--- src/design/hpss_cfg.svh ---
// Purpose: Offsets, field positions and reset values of the slot status bank.
// Assumes: Register indices times four give the byte address.
// Notes: Included by the tracker and slot status design files and the bench; the package and interface do not include it.
`ifndef HPSS_CFG_SVH
`define HPSS_CFG_SVH
// Register indices.
`define HPSS_IDX_SLOT_STS 10'h05a
`define HPSS_IDX_DCAP2 10'h064
`define HPSS_IDX_DCTL2 10'h068
`define HPSS_IDX_DSTS2 10'h06a
`define HPSS_IDX_LCAP2 10'h06c
`define HPSS_IDX_LCTL2 10'h070
`define HPSS_IDX_SLOT_CTL 10'h080
`define HPSS_IDX_IRQ_STS 10'h081
`define HPSS_IDX_IRQ_CLR 10'h082
`define HPSS_IDX_IRQ_EN 10'h083
// Slot status field positions.
`define HPSS_B_BUTTON 0
`define HPSS_B_PFAULT 1
`define HPSS_B_LATCH_CHG 2
`define HPSS_B_PRES_CHG 3
`define HPSS_B_CMD_DONE 4
`define HPSS_B_LATCH 5
`define HPSS_B_PRESENT 6
`define HPSS_B_INTLK 7
`define HPSS_B_LINK_CHG 8
// Slot control field positions.
`define HPSS_C_MASTER 5
`define HPSS_C_INTLK 11
`define HPSS_C_LINK_EN 12
// Masks and reset values.
`define HPSS_STS_W1C 9'h11f
`define HPSS_CTL_WMASK 16'h17ff
`define HPSS_CTL_RST 16'h01c0
`define HPSS_PIN_RST 5'h08
`define HPSS_RSVD_VAL 32'h0000_0000
`define HPSS_EVT_RST 9'h000
`endif

--- src/design/hpss_pkg.sv ---
// Purpose: Types shared by the slot status bank.
// Assumes: Constants live in hpss_cfg.svh.
// Notes: Nothing here holds a value.
package hpss_pkg;
  typedef enum logic {CMD_IDLE, CMD_WAIT} hpss_cmd_st_t;
  typedef logic [8:0] hpss_evt_t;
  typedef logic [15:0] hpss_half_t;
endpackage : hpss_pkg

--- src/design/hpss_cmd_if.sv ---
// Purpose: Command hand-off between the register bank and the tracker.
// Assumes: One clock for both ends.
// Notes: issue and done are one-cycle pulses.
`timescale 1ns/1ps
interface hpss_cmd_if;
  logic issue;
  hpss_pkg::hpss_half_t word;
  logic done;
  modport bank (output issue, output word, input done);
  modport tracker (input issue, input word, output done);
endinterface : hpss_cmd_if

--- src/design/hpss_cmd_tracker.sv ---
// Purpose: Turns slot control writes into expander commands.
// Assumes: exp_cmd_done comes from same-clock expander logic.
// Notes: One further command may wait while one is in flight.
`timescale 1ns/1ps
`include "hpss_cfg.svh"
module hpss_cmd_tracker (
  input wire logic clk_sys, // System clock.
  input wire logic rst, // Synchronous reset.
  hpss_cmd_if.tracker cmd, // Command hand-off.
  output logic exp_cmd_start, // Start pulse to expander.
  output hpss_pkg::hpss_half_t exp_cmd_ctl, // Command word.
  input wire logic exp_cmd_done // Expander finished.
);
  hpss_pkg::hpss_cmd_st_t st, next_st;
  logic pend, next_pend, next_start, next_done;
  hpss_pkg::hpss_half_t pend_w, next_pend_w, next_ctl;

  // Next command state: done pulses at each expander completion, even with a command waiting.
  always_comb begin
    next_st = st;
    next_pend = pend;
    next_pend_w = pend_w;
    next_start = 1'b0;
    next_done = 1'b0;
    next_ctl = exp_cmd_ctl;
    unique case (st)
      hpss_pkg::CMD_IDLE: begin
        if (cmd.issue) begin
          next_start = 1'b1;
          next_ctl = cmd.word;
          next_st = hpss_pkg::CMD_WAIT;
        end
      end
      hpss_pkg::CMD_WAIT: begin
        if (exp_cmd_done) begin
          next_done = 1'b1;
          if (pend) begin
            next_start = 1'b1;
            next_ctl = pend_w;
            next_pend = cmd.issue;
            next_pend_w = cmd.word;
          end else if (cmd.issue) begin
            next_start = 1'b1;
            next_ctl = cmd.word;
          end else begin
            next_st = hpss_pkg::CMD_IDLE;
          end
        end else if (cmd.issue) begin
          next_pend = 1'b1;
          next_pend_w = cmd.word;
        end
      end
    endcase
  end

  // Registers the command state.
  always_ff @(posedge clk_sys) begin
    if (rst) begin
      st <= hpss_pkg::CMD_IDLE;
      pend <= 1'b0;
      pend_w <= 16'h0000;
      exp_cmd_start <= 1'b0;
      exp_cmd_ctl <= 16'h0000;
      cmd.done <= 1'b0;
    end else begin
      st <= next_st;
      pend <= next_pend;
      pend_w <= next_pend_w;
      exp_cmd_start <= next_start;
      exp_cmd_ctl <= next_ctl;
      cmd.done <= next_done;
    end
  end
endmodule : hpss_cmd_tracker

--- src/design/hpss_slot_status.sv ---
// Purpose: Slot status register bank of a hot-plug port.
// Assumes: Avalon-MM byte address; slot pins are asynchronous.
// Notes: Reserved and unmapped words read zero, writes are dropped.
//
// Operation
// - Button press sets bit 0, write one clears.
// - Power fault sets bit 1, write one clears.
// - Latch sensor change sets bit 2.
// - Presence change sets bit 3.
// - Command completion sets sticky bit 4.
// - Each slot control write is one command; a write while one waits replaces it.
// - Done only after all expander transactions finish; done here pulses at each completion, even with a command waiting.
// - Bit 5 shows live latch state, resets 0.
// - Bit 6 shows card presence, resets 1.
// - Bit 7 shows live interlock status.
// - Link-active change sets bit 8.
// - Slot status at index 0x05A, 15:9 zero.
// - Indices 0x064 to 0x070 read zero.
// - Interrupt needs master and event enables.
`timescale 1ns/1ps
`include "hpss_cfg.svh"
module hpss_slot_status (
  input wire logic clk_sys, // 20 MHz system clock.
  input wire logic rst, // Synchronous reset, high.
  input wire logic [11:0] avs_address, // Byte address.
  input wire logic avs_read, // Read request.
  input wire logic avs_write, // Write request.
  input wire logic [31:0] avs_writedata, // Write data.
  input wire logic [3:0] avs_byteenable, // Byte lanes.
  output logic [31:0] avs_readdata, // Read data.
  output logic avs_waitrequest, // Stall, high at idle.
  input wire logic pin_attention_button, // Button, high pressed.
  input wire logic pin_power_fault, // Fault, high active.
  input wire logic pin_latch_sensor, // High when latch open.
  input wire logic pin_card_present, // High with card.
  input wire logic pin_interlock, // High when engaged.
  input wire logic link_active_flag, // Link active level.
  output logic exp_cmd_start, // Expander command pulse.
  output logic [15:0] exp_cmd_ctl, // Expander command word.
  input wire logic exp_cmd_done, // Expander finished pulse.
  output logic irq // Interrupt level.
);
  // ************************************************************
  // Synchronisers and edge detection
  // ************************************************************
  logic [4:0] pins, pin_s1, pin_s2, pin_d;
  logic link_d;
  hpss_pkg::hpss_evt_t evt;
  hpss_cmd_if cmd ();

  assign pins = {pin_interlock, pin_card_present, pin_latch_sensor,
                 pin_power_fault, pin_attention_button};

  // Two-stage synchroniser, then a delayed copy for edges.
  always_ff @(posedge clk_sys) begin
    if (rst) begin
      pin_s1 <= `HPSS_PIN_RST;
      pin_s2 <= `HPSS_PIN_RST;
      pin_d <= `HPSS_PIN_RST;
      link_d <= 1'b0;
    end else begin
      pin_s1 <= pins;
      pin_s2 <= pin_s1;
      pin_d <= pin_s2;
      link_d <= link_active_flag;
    end
  end

  // Event pulses, one cycle each.
  always_comb begin
    evt = `HPSS_EVT_RST;
    evt[`HPSS_B_BUTTON] = pin_s2[0] & ~pin_d[0];
    evt[`HPSS_B_PFAULT] = pin_s2[1] & ~pin_d[1];
    evt[`HPSS_B_LATCH_CHG] = pin_s2[2] ^ pin_d[2];
    evt[`HPSS_B_PRES_CHG] = pin_s2[3] ^ pin_d[3];
    evt[`HPSS_B_CMD_DONE] = cmd.done;
    evt[`HPSS_B_LINK_CHG] = link_active_flag ^ link_d;
  end

  // ************************************************************
  // Bus decode
  // ************************************************************
  logic [9:0] idx;
  logic wr, rd_start;
  logic [15:0] lane_m;
  logic [31:0] wd;

  // Writes take effect at the edge where waitrequest is low.
  assign idx = avs_address[11:2];
  assign wr = avs_write & ~avs_waitrequest;
  assign rd_start = avs_read & avs_waitrequest;
  assign wd = avs_writedata;
  assign lane_m = {{8{avs_byteenable[1]}}, {8{avs_byteenable[0]}}};

  // ************************************************************
  // Registers
  // ************************************************************
  hpss_pkg::hpss_evt_t flag, next_flag, sts_clr;
  hpss_pkg::hpss_evt_t isr, next_isr, isr_clr;
  hpss_pkg::hpss_evt_t ien, next_ien, gate;
  hpss_pkg::hpss_half_t ctl, next_ctl, ctl_wm, sts_word;
  logic next_irq;

  // Next register values; a set in the clear cycle wins.
  always_comb begin
    sts_clr = `HPSS_EVT_RST;
    isr_clr = `HPSS_EVT_RST;
    next_ien = ien;
    next_ctl = ctl;
    ctl_wm = lane_m & `HPSS_CTL_WMASK;
    cmd.issue = 1'b0;
    cmd.word = ctl;
    if (wr && idx == `HPSS_IDX_SLOT_STS) begin
      sts_clr = wd[8:0] & lane_m[8:0] & `HPSS_STS_W1C;
    end
    if (wr && idx == `HPSS_IDX_IRQ_CLR) begin
      isr_clr = wd[8:0] & lane_m[8:0];
    end
    if (wr && idx == `HPSS_IDX_IRQ_EN) begin
      next_ien = (ien & ~lane_m[8:0]) | (wd[8:0] & lane_m[8:0]);
    end
    if (wr && idx == `HPSS_IDX_SLOT_CTL) begin
      next_ctl = (ctl & ~ctl_wm) | (wd[15:0] & ctl_wm);
      cmd.issue = 1'b1;
      cmd.word = next_ctl;
      cmd.word[`HPSS_C_INTLK] = wd[`HPSS_C_INTLK] & avs_byteenable[1];
    end
    next_flag = ((flag & ~sts_clr) | evt) & `HPSS_STS_W1C;
    next_isr = ((isr & ~isr_clr) | evt) & `HPSS_STS_W1C;
    gate = {ctl[`HPSS_C_LINK_EN], 3'b000, ctl[4:0]}
           & {9{ctl[`HPSS_C_MASTER]}};
    next_irq = |(isr & ien & gate);
  end

  // Registers the bank state.
  always_ff @(posedge clk_sys) begin
    if (rst) begin
      flag <= `HPSS_EVT_RST;
      isr <= `HPSS_EVT_RST;
      ien <= `HPSS_EVT_RST;
      ctl <= `HPSS_CTL_RST;
      irq <= 1'b0;
    end else begin
      flag <= next_flag;
      isr <= next_isr;
      ien <= next_ien;
      ctl <= next_ctl;
      irq <= next_irq;
    end
  end

  // ************************************************************
  // Read path and wait state
  // ************************************************************
  logic [31:0] next_rdata;
  logic next_wait;

  // Slot status word: live state bits between the flags.
  always_comb begin
    sts_word = 16'h0000;
    sts_word[4:0] = flag[4:0];
    sts_word[`HPSS_B_LATCH] = pin_s2[2];
    sts_word[`HPSS_B_PRESENT] = pin_s2[3];
    sts_word[`HPSS_B_INTLK] = pin_s2[4];
    sts_word[`HPSS_B_LINK_CHG] = flag[`HPSS_B_LINK_CHG];
  end

  // Read data is taken in the first request cycle.
  always_comb begin
    next_rdata = avs_readdata;
    next_wait = ~((avs_read | avs_write) & avs_waitrequest);
    if (rd_start) begin
      case (idx)
        `HPSS_IDX_SLOT_STS: next_rdata = {16'h0000, sts_word};
        `HPSS_IDX_SLOT_CTL: next_rdata = {16'h0000, ctl};
        `HPSS_IDX_IRQ_STS: next_rdata = {23'h000000, isr};
        `HPSS_IDX_IRQ_EN: next_rdata = {23'h000000, ien};
        `HPSS_IDX_DCAP2, `HPSS_IDX_DCTL2, `HPSS_IDX_DSTS2,
        `HPSS_IDX_LCAP2, `HPSS_IDX_LCTL2: begin
          next_rdata = `HPSS_RSVD_VAL;
        end
        default: next_rdata = 32'h0000_0000;
      endcase
    end
  end

  // Registers the bus answer.
  always_ff @(posedge clk_sys) begin
    if (rst) begin
      avs_readdata <= 32'h0000_0000;
      avs_waitrequest <= 1'b1;
    end else begin
      avs_readdata <= next_rdata;
      avs_waitrequest <= next_wait;
    end
  end

  // ************************************************************
  // Command tracker
  // ************************************************************
  hpss_cmd_tracker u_track (
    .clk_sys(clk_sys),
    .rst(rst),
    .cmd(cmd.tracker),
    .exp_cmd_start(exp_cmd_start),
    .exp_cmd_ctl(exp_cmd_ctl),
    .exp_cmd_done(exp_cmd_done)
  );
endmodule : hpss_slot_status

--- config.mk ---
export PLATFORM = sky130hd
export DESIGN_NAME = hpss_slot_status
export DESIGN_NICKNAME = d
export VERILOG_FILES = /design/src/design/hpss_pkg.sv /design/src/design/hpss_cmd_if.sv /design/src/design/hpss_cmd_tracker.sv /design/src/design/hpss_slot_status.sv
export VERILOG_INCLUDE_DIRS = /design/src /design/src/design
export SDC_FILE = /design/constraint.sdc
export NUM_CORES = 1
export LEC_CHECK = 0
export BUFFER_PORTS_ARGS = -buffer_cell sky130_fd_sc_hd__buf_2
export CAP_MARGIN = 20
export CORE_MARGIN = 2
export CORE_UTILIZATION = 30
export CTS_CLUSTER_SIZE = 30
export DETAILED_ROUTE_END_ITERATION = 12
export HOLD_SLACK_MARGIN = 0.08
export PLACE_DENSITY = 0.53
export SYNTH_ARGS = -nofsm -noshare
export SYNTH_HDL_FRONTEND = slang
export SYNTH_SLANG_ARGS = --single-unit
--- constraint.sdc ---
create_clock -name clk_sys -period 2.5 [get_ports clk_sys]
set_input_delay 0.5 -clock clk_sys [delete_from_list [all_inputs] [get_ports clk_sys]]
set_output_delay 0.5 -clock clk_sys [all_outputs]
set_load 0.03 [all_outputs]
==> Word-level counts from Yosys, hierarchy flattened <==
Cells that the tools add are included.
W data, S select, Z words.
{ "word_totals": {"output_inout_bits": 51, "in_bits": 59, "regBits": 128} }
{ "op_classes": {"mux": 22, "n_bitwise": 32, "n_eq_ne": 7, "reduce_logical": 9} }
{ "op_table": {"columns": ["cell", "n"], "rows": [
  ["$mux W16", 7],
  ["$pmux W16 S4", 1],
  ["$and A9 B9 Y9", 7],
  ["$eq A10 B8 Y1 const B", 4],
  ["$pmux W16 S2", 1],
  ["$not A9 Y9", 3],
  ["$or A9 B9 Y9", 3],
  ["$mux W9", 2],
  ["$and A16 B13 Y16", 1],
  ["$and A16 B16 Y16", 1],
  ["$not A13 Y16", 1],
  ["$or A16 B16 Y16", 1],
  ["$eq A10 B7 Y1 const B", 1],
  ["$mux W1", 9],
  ["$reduce_or A9 Y1", 1],
  ["$and A1 B1 Y1", 6],
  ["$not A1 Y1", 5],
  ["$logic_and A1 B1 Y1", 4],
  ["$pmux W1 S2", 2],
  ["$reduce_and A3 Y1", 1],
  ["$xor A1 B1 Y1", 3],
  ["$ne A2 B1 Y1 const B", 1],
  ["$ne A2 B2 Y1 const B", 1],
  ["$reduce_and A2 Y1", 1],
  ["3 further kinds", 3]
]} }

==> Longest topological paths before layout <==
{ "depth": {"word_depth": 8, "depth_mapped": 6, "depth_no_buf": 4} }

==> By module <==
From an unflattened synthesis, not the netlist that was laid out.
{ "unflattened": {"cells_unflattened": 463, "hier_area_um2": 4418.0} }
{ "by_module_without_submodules": {"columns": ["mod", "seq_area_each_um2", "n_inst", "area_each_um2", "cells_per_inst"], "rows": [
  ["hpss_slot_status", 1241.2, 1, 2742.6, 290],
  ["hpss_cmd_tracker", 720.7, 1, 1675.4, 173]
]} }

==> Worst setup path before layout <==
Ideal clock, no wire load.
{ "synth_timing": {"path_kind": "input to register", "from": "input avs_address[11]", "to": "register isr[0]", "t_required_ps": 2368, "n_path_buf": 1, "path_stages": 5, "arrival_ps": 1927, "setup_slack_ps": 440, "setup_ps": 132, "path_cell_list": "or4_1 buf_6 or4_4 o21ai_1 a21oi_1"} }
{ "synth_between": {"elab_chain_cells": 6} }
{ "synth_lines": {"columns": ["item", "line", "rtl"], "rows": [
  ["start: declaration", "hpss_slot_status.sv:25", "input wire logic [11:0] avs_address,"],
  ["$eq A10 B8 Y1 (no line)", null, null],
  ["$logic_and A1 B1 Y1 (no line)", null, null],
  ["$mux W9", "hpss_slot_status.sv:116", "if (wr && idx == `HPSS_IDX_IRQ_CLR) begin"],
  ["$not A9 Y9", "hpss_slot_status.sv:129", "next_isr = ((isr & ~isr_clr) | evt) & `HPSS_STS_W1C;"],
  ["$and A9 B9 Y9", "hpss_slot_status.sv:129", null],
  ["$or A9 B9 Y9", "hpss_slot_status.sv:129", null],
  ["end signal: assignment", "hpss_slot_status.sv:139", "isr <= `HPSS_EVT_RST;"],
  ["end signal: assignment", "hpss_slot_status.sv:145", "isr <= next_isr;"],
  ["end: declaration", "hpss_slot_status.sv:99", "hpss_pkg::hpss_evt_t isr, next_isr, isr_clr;"]
]} }
Every way passes these cells.
A chain may end at the register's enable or synchronous reset.

==> Worst setup path in the final report <==
{ "layout_timing": {"from": "input avs_address[11]", "to": "register avs_readdata[0]"} }
{ "layout_between": {"elab_chain_cells": 2, "elab_cells_between_ends": 5, "cone_classes": "eq/ne: 4; mux: 1"} }
{ "layout_lines": {"columns": ["item", "line", "rtl"], "rows": [
  ["$eq A10 B8 Y1 / $eq A10 B7 Y1 (equally long branches)", "hpss_slot_status.sv:173", "case (idx)"],
  ["$pmux W16 S4 (*)", "hpss_slot_status.sv:173", null],
  ["end signal: assignment", "hpss_slot_status.sv:193", "avs_readdata <= next_rdata;"],
  ["end: declaration", "hpss_slot_status.sv:30", "output logic [31:0] avs_readdata,"]
]} }
Every way passes the cells marked *; elsewhere a longest branch is shown, timed or not.

==> metrics.md <==
| Metric | Value |
|---|---|
| I/O pins | `110` |
| Slew headroom | `0.6155` |
| Worst R2R End | `u_track.exp_cmd_ctl[3]` |
| Final worst slack | `448.3 ps` |
| Fin crit period | `2052 ps` |
| Max-cap violations | `0` |
| Hold Path Origin | `pin_card_present` |
| R2R depth | `5` |
| Drt pass-1 iters | `4` |
| Via count | `3528` |
| Fmax achieved | `487.4 MHz` |
| Crit Path Max Fanout | `6` |
| Post-Place Worst Slack | `152.8 ps` |
| Final WL | `11380 um` |
| Setup violations, final | `0` |
| Worst Hold End | `pin_s1[3]` |
| Grt total ovfl | `0` |
| Most frequent cells in the layout | `dfxtp_1 (95), buf_2 (66), a21oi_1 (41), mux2i_1 (34), conb_1 (20)` |
| Die Y | `122.8 um` |
| Routability cong. | `0.8059` |
| Status | `finished clean` |
| Count of final max-slew check failures | `0` |
| Via density | `5.091` |
| CTS resizes | `0` |
| Setup Fix Bufs, Post-CTS | `0` |
| CP arrival | `2310 ps` |
| Wire per inst | `16.41 um` |
| Leak | `2.201 nW` |
| Fillers | `1418` |
| Post-Syn Area | `4235 sq um` |
| WP data required | `2750 ps` |
| Starting Density | `0.3063` |
| CORE AREA | `13830 sq um` |
| Die area | `15080 sq um` |
| Row cnt | `43` |
| Clk buf depth | `2` |
| Crit end category | `register` |
| Fin crit share | `0.8207` |
| Sequential share of power | `0.506` |
| Reg2reg setup slack | `560 ps` |
| Syn Inst Count | `445` |
| WS Path Type | `in2reg` |
| Final hold vios | `0` |
| RSZ-0062 raised after global routing | `no` |
| Die width | `122.8 um` |
| IO Port Bufs | `66` |
| HPWL after detailed placement | `8259 um` |
| Vias in the first global route | `3400` |
| Worst hold slack | `348.2 ps` |
| Unique cell type count in the Yosys netlist | `50` |
| Largest net degree at the start of global routing | `63` |
| Cts hold-fix bufs | `0` |
| Iter 0 DRT Violations | `212` |
| Internal | `2.351 mW` |
| Pwr per Cell Area | `605.8 nW/um^2` |
| Measured slew at the worst slew-check pin | `576.8 ps` |
| EDFF count, synth | `0` |
| Hold Path Class | `in2reg` |
| Sink Count | `95` |
| Yosys reg bits | `95` |
| Synth async-reset ratio | `0` |
| Top FF cell, synth | `dfxtp_1` |
| Area delta synth->final | `19.35%` |
| Skew-Pair Late Insertion Delay | `340 ps` |
| Number of buffers created by CTS | `9` |
| Ratio of cells with drive above 1 in the final layout | `0.2320` |
| Initial antenna violation count | `0` |
| Crit-path max cell delay | `670 ps` |
| Register area share after synthesis | `0.4490` |
| Tot GR Track Use | `0.1560` |
| Combinational fraction of design power | `0.081` |
| CP cell instances | `buf_2 -> or4_1 -> buf_4 -> nor4_4 -> a222oi_1 -> nor3_1` |
| Commonest non-fill, non-tap cell in the layout | `dfxtp_1` |
| Switching share of power | `0.2322` |
| Final TNS setup | `0 ps` |
| Slowest cell on the critical path | `or4_1` |
| First-pass GRT wire length | `17770 um` |
| # diodes | `0` |
| VDD IR max | `0.3512 mV` |
| Warning count from the yosys run | `0` |
| H-tree Lvls | `3` |
| Share of total power in the clock network | `0.413` |
| Clock root buffer | `clkbuf_16` |
| Clock transition at path regs | `60 ps` |
| Net Sw Power | `0.7110 mW` |
| Synthesized area per cell | `9.518 sq um` |
| DR DRC count | `0` |
| CTS tree | `built` |
| Crit start category | `input port` |
| Hold Path Depth | `2` |
| Antenna Violating Nets Remaining | `0` |
| Max Clock Skew | `4.184 ps` |
| Nets@finish | `570` |
| Worst r2r src | `avs_waitrequest` |
kinds of logic (layout without fill, tap and decap cells):
kind of cell           count (synthesis)  count (layout)  share of synthesized area
AND/OR/NAND/NOR                      123             123                     0.1838
other                                  1              20                  0.0008854
buffers and inverters                 65             114                    0.08124
multiplexers                          34              34                    0.08036
flip-flops                            95              95                     0.4490
XOR/XNOR                               3               3                   0.006205
AO/OA/AOI/OAI                        124             124                     0.1985
final cells by class:
cell class              count  area, sq um  share of cell area
multi-input cells         304         2078              0.4111
inverters                  14        52.55             0.01040
well taps                 180        225.2             0.04455
clock inverters             1        5.005           0.0009901
clock buffers              12        266.5             0.05272
repair buffers             87        525.5              0.1040
flip-flops and latches     95         1902              0.3762
cells in the mapped netlist (8+ instances only):
| library cell | n | area, sq um |
|---|---|---|
| nand2_1 | 11 | 41.29 |
| a21oi_1 | 41 | 205.2 |
| o21a_1 | 12 | 90.09 |
| nor2_1 | 15 | 56.30 |
| buf_2 | 11 | 55.05 |
| o211ai_1 | 8 | 60.06 |
| buf_4 | 21 | 157.7 |
| nor2b_1 | 16 | 100.1 |
| clkbuf_1 | 17 | 63.81 |
| o31ai_1 | 8 | 60.06 |
| nand3_1 | 13 | 65.06 |
| nand4_1 | 8 | 50.05 |
| and3_1 | 18 | 112.6 |
| nor3_1 | 10 | 50.05 |
| inv_1 | 14 | 52.55 |
| o21ai_0 | 15 | 75.07 |
| dfxtp_1 | 95 | 1902 |
| mux2i_1 | 34 | 340.3 |
worst max-delay path, delay by kind of cell:
kind                   cells  cell delay (ps)
and+or+nand+nor            3             1340
buffers and inverters      2              340
AOI/OAI and AO/OA          1              130
sequential cells by signal (all words and copies together), names as in the netlist, named ones only:
signal,flops
avs_waitrequest,1
u_track.pend,1
u_track.cmd.done,1
pin_s2,5
irq,1
u_track.st,1
u_track.pend_w,13
pin_s1,5
pin_d,4
link_d,1
avs_readdata,12
u_track.exp_cmd_ctl,16
flag,6
u_track.exp_cmd_start,1
isr,6
ctl,12
routing by layer:
layer  vias up  wire, um  GRT usage
met5         -         0          0
met4         0       301    0.06466
met3        19       519    0.03485
met2        97      5189     0.2393
met1      1680      5364     0.2109
li1       1732         -          -
power by group through the flow:
stage               sequential (mW)  combinational, mW  clock, mW
CTS                            1.55              0.249       1.31
detailed placement             1.58              0.248          0
floorplan                      1.58              0.179          0
global route                   1.55              0.271       1.36
global placement               1.58              0.245          0
finish                         1.55              0.247       1.26
stage by stage:
step	util	instances	total power [mW]	area, sq um
floorplan	-	464	1.762	4307
global placement	0.3459	680	1.827	4783
detailed placement	0.3459	680	1.831	4783
CTS	0.3656	693	3.105	5055
global route	0.3656	693	3.186	5055
finish	0.3656	693	3.062	5055
worst max path at each step:
| stage | slack [ps] | startpoint | cells after the start | endpoint |
|---|---|---|---|---|
| floorplan | 440 | avs_address[11] | 5 | isr[0] |
| global placement | 170 | avs_address[11] | 6 | avs_readdata[1] |
| detailed placement | 150 | avs_address[11] | 6 | avs_readdata[3] |
| CTS | 500 | avs_address[11] | 6 | avs_readdata[1] |
| global route | 390 | avs_address[11] | 6 | avs_readdata[2] |
| finish | 450 | avs_address[11] | 6 | avs_readdata[0] |
No activity file was read; power rests on OpenSTA's default activity.
